### config.mk
export PLATFORM = sky130hd
export DESIGN_NAME = carl_adder
export DESIGN_NICKNAME = d
export VERILOG_FILES = /design/src/rtl/carl_pkg.sv /design/src/rtl/carl_adder.sv
export SDC_FILE = /design/constraint.sdc
export NUM_CORES = 1
export LEC_CHECK = 0
export ABC_AREA = 0
export BUFFER_PORTS_ARGS = -buffer_cell sky130_fd_sc_hd__clkbuf_2
export CORE_MARGIN = 2
export CORE_UTILIZATION = 40
export CTS_BUF_LIST = sky130_fd_sc_hd__clkbuf_4
export CTS_CLUSTER_SIZE = 28
export DETAILED_ROUTE_END_ITERATION = 8
export MAX_ROUTING_LAYER = met4
export PLACE_DENSITY = 0.64
export SYNTH_ARGS = -nofsm -noshare
export SYNTH_HDL_FRONTEND = slang
export SYNTH_SLANG_ARGS = --single-unit
### constraint.sdc
create_clock -name pclk -period 7.92 [get_ports pclk]
set_input_delay 0.396 -clock pclk [delete_from_list [all_inputs] [get_ports pclk]]
set_output_delay 0.396 -clock pclk [all_outputs]
set_load 0.03 [all_outputs]
### src/rtl/carl_pkg.sv
package carl_pkg;

	// ----------------------------------------
	// Datapath sizing and reset values
	// ----------------------------------------
	localparam int          CARL_WORD_W  = 12;
	localparam logic [11:0] CARL_WORD_RST = 12'h000;

	// ----------------------------------------
	// APB register byte offsets
	// ----------------------------------------
	localparam logic [7:0]  CARL_OFF_CTRL    = 8'h00;
	localparam logic [7:0]  CARL_OFF_AUX     = 8'h04;
	localparam logic [7:0]  CARL_OFF_HELD    = 8'h08;
	localparam logic [7:0]  CARL_OFF_TRUE    = 8'h0C;
	localparam logic [7:0]  CARL_OFF_RESULT  = 8'h10;
	localparam logic [7:0]  CARL_OFF_IRQ_ST  = 8'h14;
	localparam logic [7:0]  CARL_OFF_IRQ_EN  = 8'h18;
	localparam logic [7:0]  CARL_OFF_IRQ_CLR = 8'h1C;

	// ----------------------------------------
	// Field positions
	// ----------------------------------------
	localparam int          CARL_CTRL_ABS_BIT   = 0;
	localparam int          CARL_TRUE_EVEN_LSB  = 16;
	localparam int          CARL_RES_SIGN_BIT   = 12;
	localparam int          CARL_RES_OVF_BIT    = 13;
	localparam int          CARL_RES_CARRY_BIT  = 14;
	localparam int          CARL_RES_PARITY_BIT = 15;
	localparam int          CARL_EVT_W          = 3;
	localparam int          CARL_EVT_LOAD2      = 0;
	localparam int          CARL_EVT_OVF        = 1;
	localparam int          CARL_EVT_LOAD3      = 2;
	localparam logic [2:0]  CARL_EVT_RST        = 3'h0;

	// ----------------------------------------
	// Carriers
	// ----------------------------------------
	typedef struct packed {
		logic subtract_select;
		logic parity_choice;
		logic savepoint_pick;
	} carl_sel_t;

	typedef struct packed {
		logic sign;
		logic overflow;
		logic carry_out;
	} carl_flags_t;

	typedef enum logic [1:0] {
		CARL_APB_IDLE = 2'b00,
		CARL_APB_WAIT = 2'b01,
		CARL_APB_DONE = 2'b10
	} carl_apb_state_t;

endpackage : carl_pkg
### src/rtl/carl_adder.sv
`timescale 1ns/100ps
// Functional notes
// RULE1: Three buffering stages, each advanced by its own stage clock.
// RULE2: Parallel-select low makes the input register shift serially instead.
// RULE3: Parallel word is twelve bits, first bit most significant.
// RULE4: Input register captures only when stage-one strobe and clock are high.
// RULE5: Input register output feeds adder with previous-value word as other operand.
// RULE6: Relative input: location is input plus current point, displacement is input.
// RULE7: Absolute input: location is input, displacement is input minus current point.
// RULE8: Current point comes from whichever true register holds the endpoint.
// RULE9: Three selects choose odd, even or auxiliary and whether to complement.
// RULE10: Auxiliary inputs route other register values onto the previous-value bus.
// RULE11: Previous-value bus is driven out for returning saved points to memory.
// RULE12: Subtraction feeds the previous-value operand inverted, one's complement.
// RULE13: Subtract-select also forces adder carry-in high.
// RULE14: Adder yields one carry-out for the upper extension slice.
// RULE15: Sign is an extra full-adder bit over sign-extended operands.
// RULE16: Overflow when sign differs from the twelfth sum bit.
// RULE17: Slice holds only low twelve bits; upper bits chain through carry.
// RULE18: Odd and even true registers load alternately at each stage-two clock; the code loads only while stage2_load_strobe is also high.
// RULE19: Subtract complements with carry; parity high picks even; savepoint picks aux.
module carl_adder #(
	parameter int W = carl_pkg::CARL_WORD_W
) (
	input  wire logic                 pclk,
	input  wire logic                 presetn,
	input  wire logic                 ce,
	input  wire logic                 psel,
	input  wire logic                 penable,
	input  wire logic                 pwrite,
	input  wire logic [7:0]           paddr,
	input  wire logic [31:0]          pwdata,
	output logic      [31:0]          prdata,
	output logic                      pready,
	output logic                      pslverr,
	output logic                      irq,
	input  wire logic                 parallel_select,
	input  wire logic                 serial_shift_feed,
	output logic                      serial_shift_exit,
	input  wire logic                 stage1_load_strobe,
	input  wire logic                 stage1_clock,
	input  wire logic [W-1:0]         in_word,
	input  wire carl_pkg::carl_sel_t  sel,
	input  wire logic                 stage2_clock,
	input  wire logic                 stage2_load_strobe,
	input  wire logic                 stage3_clock,
	output logic      [W-1:0]         prev_value_bus,
	output logic      [W-1:0]         true_odd_q,
	output logic      [W-1:0]         true_even_q,
	output logic      [W-1:0]         displacement_q,
	output carl_pkg::carl_flags_t     flags_q,
	output logic      [W-1:0]         stage3_odd_q,
	output logic      [W-1:0]         stage3_even_q
);
	import carl_pkg::*;

	// ----------------------------------------
	// Declarations
	// ----------------------------------------
	logic [W-1:0]            held_input_word_reg;
	logic [W-1:0]            true_odd_reg;
	logic [W-1:0]            true_even_reg;
	logic                    load_even_reg;
	logic                    abs_input_reg;
	logic [W-1:0]            aux_reg_inputs;
	logic [CARL_EVT_W-1:0]   evt_stat_reg;
	logic [CARL_EVT_W-1:0]   evt_en_reg;
	logic [CARL_EVT_W-1:0]   evt_set;
	logic [CARL_EVT_W-1:0]   evt_clr;
	carl_apb_state_t         apb_state_reg;
	logic [W-1:0]            prev_word;
	logic [W-1:0]            old_operand;
	logic [W:0]              sum_full;
	logic [W-1:0]            sum_word;
	logic                    carry_top;
	logic                    sign_bit;
	logic                    overflow_bit;
	logic [W-1:0]            abs_location;
	logic [W-1:0]            rel_displacement;
	logic                    s1_parallel;
	logic                    s1_serial;
	logic                    s2_load;
	logic                    s3_load;
	logic                    wr_fire;
	logic                    rd_fire;
	logic [31:0]             rd_data;
	logic                    rd_hit;

	function automatic logic reg_hit(input logic [7:0] a, input logic [7:0] off);
		reg_hit = (a == off);
	endfunction : reg_hit

	// ----------------------------------------
	// Stage one: input register
	// ----------------------------------------
	assign s1_parallel = ce && parallel_select && stage1_load_strobe && stage1_clock;
	assign s1_serial   = ce && !parallel_select && stage1_clock;

	always_ff @(posedge pclk or negedge presetn) begin
		if (!presetn) begin
			held_input_word_reg <= CARL_WORD_RST;
		end else if (s1_parallel) begin
			held_input_word_reg <= in_word; // [RULE3] [RULE4]
		end else if (s1_serial) begin
			// Most significant bit leaves first, feed enters at the bottom
			held_input_word_reg <= {held_input_word_reg[W-2:0], serial_shift_feed}; // [RULE2]
		end
	end

	assign serial_shift_exit = held_input_word_reg[W-1];

	// ----------------------------------------
	// Operand select and adder
	// ----------------------------------------
	always_comb begin
		if (sel.savepoint_pick) begin
			prev_word = aux_reg_inputs; // [RULE10] [RULE19]
		end else if (sel.parity_choice) begin
			prev_word = true_even_reg; // [RULE8] [RULE19]
		end else begin
			prev_word = true_odd_reg; // [RULE8] [RULE9]
		end
	end

	// One's complement plus carry-in gives a two's complement subtract
	assign old_operand = sel.subtract_select ? ~prev_word : prev_word; // [RULE12]
	assign sum_full    = {1'b0, held_input_word_reg} + {1'b0, old_operand}
		+ {{W{1'b0}}, sel.subtract_select}; // [RULE5] [RULE13]
	assign sum_word    = sum_full[W-1:0];
	assign carry_top   = sum_full[W]; // [RULE14] [RULE17]
	// Extra full-adder bit on sign-extended operands, absorbs adder overflow
	assign sign_bit    = held_input_word_reg[W-1] ^ old_operand[W-1] ^ carry_top; // [RULE15]
	assign overflow_bit = sign_bit ^ sum_word[W-1]; // [RULE16]

	always_comb begin
		if (abs_input_reg) begin
			abs_location     = held_input_word_reg; // [RULE7]
			rel_displacement = sum_word;
		end else begin
			abs_location     = sum_word; // [RULE6]
			rel_displacement = held_input_word_reg;
		end
	end

	// ----------------------------------------
	// Stage two: true registers, alternating
	// ----------------------------------------
	assign s2_load = ce && stage2_clock && stage2_load_strobe;

	always_ff @(posedge pclk or negedge presetn) begin
		if (!presetn) begin
			true_odd_reg  <= CARL_WORD_RST;
			true_even_reg <= CARL_WORD_RST;
			load_even_reg <= 1'b0;
		end else if (s2_load) begin
			if (load_even_reg) begin
				true_even_reg <= abs_location; // [RULE18] [RULE1]
			end else begin
				true_odd_reg <= abs_location; // [RULE18]
			end
			load_even_reg <= !load_even_reg;
		end
	end

	always_ff @(posedge pclk or negedge presetn) begin
		if (!presetn) begin
			displacement_q <= CARL_WORD_RST;
			flags_q        <= '0;
		end else if (s2_load) begin
			displacement_q    <= rel_displacement;
			flags_q.sign      <= sign_bit; // [RULE15]
			flags_q.overflow  <= overflow_bit; // [RULE16]
			flags_q.carry_out <= carry_top; // [RULE14]
		end
	end

	always_ff @(posedge pclk or negedge presetn) begin
		if (!presetn) begin
			true_odd_q  <= CARL_WORD_RST;
			true_even_q <= CARL_WORD_RST;
			prev_value_bus <= CARL_WORD_RST;
		end else if (ce) begin
			true_odd_q     <= true_odd_reg;
			true_even_q    <= true_even_reg;
			prev_value_bus <= prev_word; // [RULE11]
		end
	end

	// ----------------------------------------
	// Stage three: output buffer
	// ----------------------------------------
	assign s3_load = ce && stage3_clock;

	always_ff @(posedge pclk or negedge presetn) begin
		if (!presetn) begin
			stage3_odd_q  <= CARL_WORD_RST;
			stage3_even_q <= CARL_WORD_RST;
		end else if (s3_load) begin
			stage3_odd_q  <= true_odd_reg; // [RULE1]
			stage3_even_q <= true_even_reg;
		end
	end

	// ----------------------------------------
	// APB slave, one wait state
	// ----------------------------------------
	// Registered answer keeps every port on a flop at the cost of a cycle
	assign wr_fire = ce && psel && penable && pwrite && (apb_state_reg == CARL_APB_WAIT);
	assign rd_fire = ce && psel && penable && !pwrite && (apb_state_reg == CARL_APB_WAIT);

	always_ff @(posedge pclk or negedge presetn) begin
		if (!presetn) begin
			apb_state_reg <= CARL_APB_IDLE;
		end else if (ce) begin
			case (apb_state_reg)
				CARL_APB_IDLE: begin
					if (psel && !penable) begin
						apb_state_reg <= CARL_APB_WAIT;
					end
				end
				CARL_APB_WAIT: begin
					if (psel && penable) begin
						apb_state_reg <= CARL_APB_DONE;
					end
				end
				CARL_APB_DONE: begin
					apb_state_reg <= (psel && !penable) ? CARL_APB_WAIT : CARL_APB_IDLE;
				end
				default: begin
					apb_state_reg <= CARL_APB_IDLE;
				end
			endcase
		end
	end

	always_comb begin
		rd_hit  = 1'b1;
		rd_data = 32'h0000_0000;
		if (reg_hit(paddr, CARL_OFF_CTRL)) begin
			rd_data[CARL_CTRL_ABS_BIT] = abs_input_reg;
		end else if (reg_hit(paddr, CARL_OFF_AUX)) begin
			rd_data[W-1:0] = aux_reg_inputs;
		end else if (reg_hit(paddr, CARL_OFF_HELD)) begin
			rd_data[W-1:0] = held_input_word_reg;
		end else if (reg_hit(paddr, CARL_OFF_TRUE)) begin
			rd_data[W-1:0] = true_odd_reg;
			rd_data[CARL_TRUE_EVEN_LSB +: W] = true_even_reg;
		end else if (reg_hit(paddr, CARL_OFF_RESULT)) begin
			rd_data[W-1:0]                 = displacement_q;
			rd_data[CARL_RES_SIGN_BIT]     = flags_q.sign;
			rd_data[CARL_RES_OVF_BIT]      = flags_q.overflow;
			rd_data[CARL_RES_CARRY_BIT]    = flags_q.carry_out;
			rd_data[CARL_RES_PARITY_BIT]   = load_even_reg;
		end else if (reg_hit(paddr, CARL_OFF_IRQ_ST)) begin
			rd_data[CARL_EVT_W-1:0] = evt_stat_reg;
		end else if (reg_hit(paddr, CARL_OFF_IRQ_EN)) begin
			rd_data[CARL_EVT_W-1:0] = evt_en_reg;
		end else if (reg_hit(paddr, CARL_OFF_IRQ_CLR)) begin
			rd_data = 32'h0000_0000;
		end else begin
			rd_hit = 1'b0;
		end
	end

	always_ff @(posedge pclk or negedge presetn) begin
		if (!presetn) begin
			pready  <= 1'b0;
			pslverr <= 1'b0;
			prdata  <= 32'h0000_0000;
		end else if (ce) begin
			pready  <= wr_fire || rd_fire;
			pslverr <= (wr_fire || rd_fire) && !rd_hit;
			prdata  <= (rd_fire && rd_hit) ? rd_data : 32'h0000_0000;
		end
	end

	// ----------------------------------------
	// Software registers
	// ----------------------------------------
	always_ff @(posedge pclk or negedge presetn) begin
		if (!presetn) begin
			abs_input_reg  <= 1'b0;
			aux_reg_inputs <= CARL_WORD_RST;
			evt_en_reg     <= CARL_EVT_RST;
		end else if (wr_fire) begin
			if (reg_hit(paddr, CARL_OFF_CTRL)) begin
				abs_input_reg <= pwdata[CARL_CTRL_ABS_BIT];
			end
			if (reg_hit(paddr, CARL_OFF_AUX)) begin
				aux_reg_inputs <= pwdata[W-1:0]; // [RULE10]
			end
			if (reg_hit(paddr, CARL_OFF_IRQ_EN)) begin
				evt_en_reg <= pwdata[CARL_EVT_W-1:0];
			end
		end
	end

	// ----------------------------------------
	// Interrupt status, set beats clear
	// ----------------------------------------
	assign evt_set[CARL_EVT_LOAD2] = s2_load;
	assign evt_set[CARL_EVT_OVF]   = s2_load && overflow_bit;
	assign evt_set[CARL_EVT_LOAD3] = s3_load;
	assign evt_clr = (wr_fire && reg_hit(paddr, CARL_OFF_IRQ_CLR)) ?
		pwdata[CARL_EVT_W-1:0] : CARL_EVT_RST;

	always_ff @(posedge pclk or negedge presetn) begin
		if (!presetn) begin
			evt_stat_reg <= CARL_EVT_RST;
			irq          <= 1'b0;
		end else if (ce) begin
			evt_stat_reg <= (evt_stat_reg & ~evt_clr) | evt_set;
			irq          <= |(((evt_stat_reg & ~evt_clr) | evt_set) & evt_en_reg);
		end
	end
endmodule : carl_adder

==> flow_summary.yaml, run 1 <==
cts:
  numCtsBuffers: 17
  htreeDepth: 4
  clkTransAtPathRegs_ns: 0.14
  root_buffer: "clkbuf_4"
  cts.sinks: 164
  clock_latency_ns: 0.57
  cts_tree: "done"
  post-cts-setup-buffer-count: 0
  cts_max_path_buffers: 2
worst_setup_path:
  cpMostUsedCell: "nand2_1"
  crit_path_max_fanout: 5
  r2r_end: "displacement_q[8]"
  slowest_delay_ns: 0.60
  rr_startpoint: "true_odd_reg[0]"
  r2r_cells: 11
  crit_type: "reg -> reg"
  cp-end-kind: "flop"
  r2r_slack_ns: 4.50
  crit_path_top_delay_cell: "a221oi_1"
  startpoint_type: "flop"
  path_cells: "mux2_4 > mux2_2 > nand2_1 > nand2_1 > fa_1 > a21o_1 > a221oi_1 > o21bai_1 > a21oi_1 > mux2i_1 > nand2_1"
  required_ns: 8.38
  worstPathArrival_ns: 3.88
power:
  p_int_uw: 1795
  vdd_ir_drop_max_mv: 0.1176
  p_seq_frac: 0.420
  p_comb_frac: 0.405
  clkPwrFrac: 0.175
  switching_share: 0.4312
  p_per_area_nw_per_um2: 334.4
  p_leak_uw: 0.004610
  p_sw_uw: 1361
sta:
  period_share: 0.4313
  slew_violations: 0
  worst_pin_slew_ns: 1.132
  whs_ns: 0.05011
  hold_violations: 0
  fmax_ghz: 0.2927
  min_period_ns: 3.416
  finalSetupViolations: 0
  rsz0062_at_grt: "no"
  fin_skew_ns: 0.02056
  slew-limit-headroom: 0.2455
  tns_ns: 0
  fin_ws_ns: 4.504
floorplanning:
  die_y_um: 146.8
  boundaryPins: 179
  initial_core_util: 0.4055
  chipWidth_um: 146.8
  die_area_um2: 21540
  core_area_um2: 20100
  rows: 52
place:
  pre_cts_ws_ns: 4.096
  dpl_cell_area_um2: 9102
  hpwl_um: 15290
  gp_congestion: 0.8866
  io_buffers: 154
global_routing:
  grt_max_degree: 90
  grt_pass1_vias: 5964
  grt_overflow_total: 0
  antenna_found_initial: 1
  grt_pass1_wl_um: 33510
  grt_usage: 0.2059
job:
  max_cap_viol_count: 0
logic_synthesis:
  syn_area_per_cell_um2: 10.56
  synthArstFlopShare: 1.000
  netlist_instances: 772
  netlist_area_um2: 8152
  synth-main-ff-cell: "dfrtp_1"
  yosysUniqueCellTypes: 62
  synth_warnings: 0
  ys_seq_area_frac: 0.5035
  synth_edf_count: 0
  ys_seq_elements: 164
hold_path:
  holdPathStages: 2
  hold_path_startpoint: "pwdata[10]"
  holdPathEnd: "aux_reg_inputs[10]"
  worstHoldPathType: "in -> reg"
layout:
  nets: 983
  finalInstanceArea_um2: 9437
  drive_above_1_share: 0.2962
  largest_register: "prdata"
  area_delta_synth_final_pct: 15.76
  final_util: 0.4694
  largest_reg_flops: 28
route:
  drt_iter0_drc: 473
  routed_wl_um: 21190
  vias_per_cell: 5.274
  ant_nets: 0
  first_pass_iters: 5
  dr_total_vias: 6260
  routedWlPerCell_um: 17.85
  drc: 0
status:
  status: "complete, no violations"
==> per-layer routing <==
metal / vias up / GRT usage / wire length [µm]
li1: 2971 / - / -
met1: 3066 / 0.2958 / 10240
met5: - / - / 0
met2: 198 / 0.2967 / 9265
met3: 25 / 0.04006 / 1324
met4: 0 / 0.06068 / 360
==> cell families (layout without fill, tap and decap cells) <==
logic type,Yosys count,count (layout),synth area share
fa+ha+maj,12,12,0.01934
buf+inv,106,246,0.05234
xor+xnor,22,22,0.02456
other cells,1,6,0.0004600
flops,164,164,0.5035
compound gates,169,169,0.1326
mux,124,124,0.1630
simple gates,174,174,0.1042
==> placed cells by master (no fill, tap or decap), types with 6 or more instances in the layout <==
cell type / n
o21ai_0: 50
nand2_1: 78
xnor2_1: 17
nand3_1: 6
a21oi_1: 41
dfrtp_1: 164
buf_4: 7
o211ai_1: 7
a22o_1: 10
clkbuf_2: 152
mux2_2: 66
clkbuf_4: 18
inv_1: 53
mux2i_1: 57
a221oi_1: 11
and3_1: 6
nor2_1: 41
ha_1: 11
nor3_1: 11
o22ai_1: 12
a21o_1: 10
==> worst max-delay path by stage <==
stage | startpoint | depth (start not counted) | end | slack, ns
final | true_odd_reg[0] | 11 | displacement_q[8] | 4.50
after global routing | true_odd_reg[0] | 11 | true_even_reg[10] | 4.33
after CTS | true_even_reg[0] | 11 | irq | 4.48
after detailed placement | sel[1] | 12 | irq | 4.10
after global placement | sel[1] | 12 | irq | 4.14
after floorplan | sel[1] | 12 | displacement_q[8] | 4.69
==> repair_timing <==
item / 4_1_cts / 5_1_grt
hold buffers: 1 / 0
endpoints found under the hold margin: 88 / 0
gates resized for setup: 0 / 0
==> metrics by stage <==
step / instances / total power (µW)
6_report: 1187 / 3156
5_1_grt: 1187 / 3349
4_1_cts: 1185 / 3174
3_5_place_dp: 1153 / 2620
3_3_place_gp: 1153 / 2594
2_1_floorplan: 775 / 2188
==> critical path, delay by kind of cell, from the launching register on <==
kind                       cells  cell delay, ns
DFF                            1            0.48
adders and majority gates      1            0.43
and+or+nand+nor                3            0.20
muxes                          3            0.87
AOI/OAI and AO/OA              4            1.32
==> synthesized netlist by cell type, types with 4 or more instances <==
| library cell | number | share of area |
|---|---|---|
| dfrtp_1 | 164 | 0.50 |
| nand2_1 | 78 | 0.036 |
| mux2_2 | 66 | 0.091 |
| mux2i_1 | 57 | 0.070 |
| inv_1 | 53 | 0.024 |
| o21ai_0 | 50 | 0.031 |
| a21oi_1 | 41 | 0.025 |
| nor2_1 | 41 | 0.019 |
| clkbuf_1 | 38 | 0.017 |
| xnor2_1 | 17 | 0.018 |
| o22ai_1 | 12 | 0.0092 |
| a221oi_1 | 11 | 0.012 |
| ha_1 | 11 | 0.017 |
| nor3_1 | 11 | 0.0068 |
| a21o_1 | 10 | 0.0092 |
| a22o_1 | 10 | 0.011 |
| o211ai_1 | 7 | 0.0064 |
| and3_1 | 6 | 0.0046 |
| nand3_1 | 6 | 0.0037 |
| and2_1 | 5 | 0.0038 |
| buf_1 | 5 | 0.0023 |
| buf_2 | 5 | 0.0031 |
| nand4_1 | 5 | 0.0038 |
| a31oi_1 | 4 | 0.0031 |
| buf_4 | 4 | 0.0037 |
| nand2b_1 | 4 | 0.0031 |
| xor2_1 | 4 | 0.0043 |
==> cell type report <==
| cell class | instances | area, µm² |
|---|---|---|
| Tap cell | 270 | 337.8 |
| Inverter | 53 | 198.9 |
| Multi-Input combinational cell | 505 | 3632 |
| Fill cell | 1924 | 10670 |
| Clock buffer | 18 | 135.1 |
| Clock inverter | 13 | 183.9 |
| Timing Repair Buffer | 162 | 839.6 |
| Sequential cell | 164 | 4104 |
| Antenna cell | 2 | 5.005 |
==> power groups by stage <==
stage | clock, µW | sequential (µW) | combinational [µW]
6_report | 552 | 1330 | 1280
5_1_grt | 602 | 1360 | 1380
4_1_cts | 568 | 1320 | 1280
3_5_place_dp | 0 | 1340 | 1280
3_3_place_gp | 0 | 1340 | 1260
2_1_floorplan | 0 | 1570 | 618
(Power assumes the default switching activity.)
==> run 2: changes to the inputs <==
Settings changed: ABC_AREA 0 to 1, PLACE_DENSITY 0.64 to 0.66.
Clock period 7.92 ns to 2.85 ns, I/O delays scaled along.
==> run 2 against run 1 <==
Net effect: sequential power is 150% higher; sequential share of layout area is 2.6 points lower; clock skew is 0.0053 ns higher; count of clock-buffer cells in the layout is 2 higher; critical path depth grew 4; flip-flop and latch count did not move; via count is 16% higher; register-to-register slack worse by 4.3 ns; combinational power increased to 2.7 times the previous value; largest power group is now combinational cells.
==> flow_summary.yaml, run 2 <==
status:
  status: "complete, no violations"
layout:
  largest_register: "prdata"
  layout_common_cells: "nand2_1 (225), dfrtp_1 (164), o21ai_0 (161)"
  area_delta_synth_final_pct: 26.46
  nets: 1223
  finalInstanceArea_um2: 10030
  final_common_cell: "nand2_1"
  drive_above_1_share: 0.2695
  largest_reg_flops: 28
cts:
  clkTransAtPathRegs_ns: 0.13
  numCtsBuffers: 17
  root_buffer: "clkbuf_4"
  cts_tree: "done"
  clock_latency_ns: 0.58
  cts_max_path_buffers: 2
  htreeDepth: 4
  cts.sinks: 164
sta:
  fmax_ghz: 0.3723
  min_period_ns: 2.686
  whs_ns: 0.03700
  hold_violations: 0
  slew-limit-headroom: 0.3991
  period_share: 0.9424
  worst_pin_slew_ns: 0.9014
  fin_skew_ns: 0.02584
  finalSetupViolations: 0
  slew_violations: 0
job:
  max_cap_viol_count: 0
power:
  vdd_ir_drop_max_mv: 0.2714
  p_int_uw: 4629
  switching_share: 0.4306
  p_per_area_nw_per_um2: 810.5
  p_sw_uw: 3500
  p_comb_frac: 0.431
  clkPwrFrac: 0.168
  p_leak_uw: 0.005123
  power.total_uw: 8129
  p_seq_frac: 0.402
place:
  io_buffers: 154
  hpwl_um: 18960
  gp_congestion: 0.9746
  dpl_cell_area_um2: 9368
logic_synthesis:
  synth_edf_count: 0
  synthMostInstantiatedCell: "nand2_1"
  synth_top_area_frac: 0.5174
  ys_seq_elements: 164
  yosysUniqueCellTypes: 47
  netlist_area_um2: 7931
  ys_seq_area_frac: 0.5174
  synth_commonest_cells: "nand2_1 (225), o21ai_0 (170), dfrtp_1 (164)"
  synthArstFlopShare: 1.000
  synth_area_leaders: "dfrtp_1 (52%), o21ai_0 (11%), nand2_1 (11%)"
  netlist_instances: 909
  syn_area_per_cell_um2: 8.725
  yosysTopAreaCell: "dfrtp_1"
  synth_warnings: 0
  synth-main-ff-cell: "dfrtp_1"
route:
  drc: 0
  ant_nets: 0
  first_pass_iters: 5
  routedWlPerCell_um: 17.89
  drt_iter0_drc: 616
  vias_per_cell: 5.100
  dr_total_vias: 7242
  routed_wl_um: 25400
floorplanning:
  initial_core_util: 0.4075
  die_area_um2: 20970
  core_area_um2: 19460
  boundaryPins: 179
  chipWidth_um: 144.8
  die_y_um: 144.8
  rows: 51
worst_setup_path:
  cp-end-kind: "flop"
  crit_type: "reg -> reg"
  required_ns: 3.31
  startpoint_type: "flop"
  crit_path_max_fanout: 5
  r2r_slack_ns: 0.16
  worstPathArrival_ns: 3.14
global_routing:
  grt_overflow_total: 0
  grt_usage: 0.2541
  antenna_found_initial: 1
  grt_pass1_wl_um: 38310
  grt_pass1_vias: 6863
  grt_max_degree: 91
hold_path:
  worstHoldPathType: "in -> reg"
-- run 2: worst max-delay path: stages (launching register included) --
cell and delay (ns):
dfrtp_1 0.41, a21oi_1 0.15, o21ai_0 0.13, o21ai_1 0.16, xor2_1 0.23, ha_1 0.32, nand2_1 0.11, inv_1 0.07
a21oi_2 0.17, nor2_1 0.06, nor2_1 0.14, nand2_1 0.11, xnor2_1 0.25, nand2_1 0.13, nand2_1 0.07, o21ai_0 0.07
-- run 2: layer usage --
| layer | routed length [µm] | vias up | part of all wire | GRT usage |
|---|---|---|---|---|
| li1 | - | 3512 | - | - |
| met5 | 0 | - | 0 | - |
| met4 | 737 | 0 | 0.029 | 0.08993 |
| met1 | 11540 | 3455 | 0.45 | 0.3350 |
| met3 | 1237 | 40 | 0.049 | 0.04113 |
| met2 | 11890 | 235 | 0.47 | 0.4000 |
-- run 2: path summary, 6_finish.rpt --
check                                 start            endpoint  depth (start not counted)
max in group asynchronous           presetn    true_even_reg[5]                          3
hold reg to reg              true_even_q[6]      true_even_q[6]                          2
min in group asynchronous           presetn      true_even_q[4]                          2
setup / recovery           true_even_reg[5]  displacement_q[11]                         15
hold / removal                       sel[1]   prev_value_bus[0]                          4
setup reg to reg           true_even_reg[5]  displacement_q[11]                         15
-- run 2: stage by stage --
step	utilization	setup slack, ns	std cells	TNS, ns
after floorplan	-	0.5019	912	0
after global placement	0.4813	-0.003744	1351	-0.003744
after detailed placement	0.4813	0.009231	1351	0
after CTS	0.5121	0.05524	1415	0
after global routing	0.5153	-0.03242	1420	-0.06354
final	0.5153	0.1641	1420	0
-- run 2: final cells by class --
cell class	instances	area, µm²
Clock inverter	10	108.9
Sequential cell	164	4104
Tap cell	265	331.6
Fill cell	1867	9433
Clock buffer	20	150.1
Multi-Input combinational cell	626	3364
Inverter	76	287.8
Timing Repair Buffer	258	1680
Antenna cell	1	2.502
-- run 2: kinds of logic (layout without fill, tap and decap cells) --
family,Yosys count,after routing,share of synthesized area
DFF,164,164,0.5174
buffers and inverters,122,364,0.06357
other,1,5,0.0004728
xor gates and xnor gates,19,19,0.02098
and+or+nand+nor,311,311,0.1697
AOI/OAI and AO/OA,265,265,0.1847
adders and majority gates,12,12,0.01988
muxes,15,15,0.02319
-- run 2: power groups by stage --
| stage | clock network, µW | logic [µW] | registers [µW] |
|---|---|---|---|
| after floorplan | 0 | 1230 | 3970 |
| after CTS | 1390 | 3430 | 3270 |
| after detailed placement | 0 | 3370 | 3320 |
| after global routing | 1490 | 3840 | 3340 |
| final | 1360 | 3500 | 3270 |
| after global placement | 0 | 3350 | 3300 |
-- run 2: timing repair --
action                                  in CTS  in global routing
resized for setup                            1                 15
hold endpoints to repair                   117                  0
buffers inserted                             0                  4
pin swaps                                    0                  7
endpoints found under the setup margin       1                 19
hold buffers                                34                  0
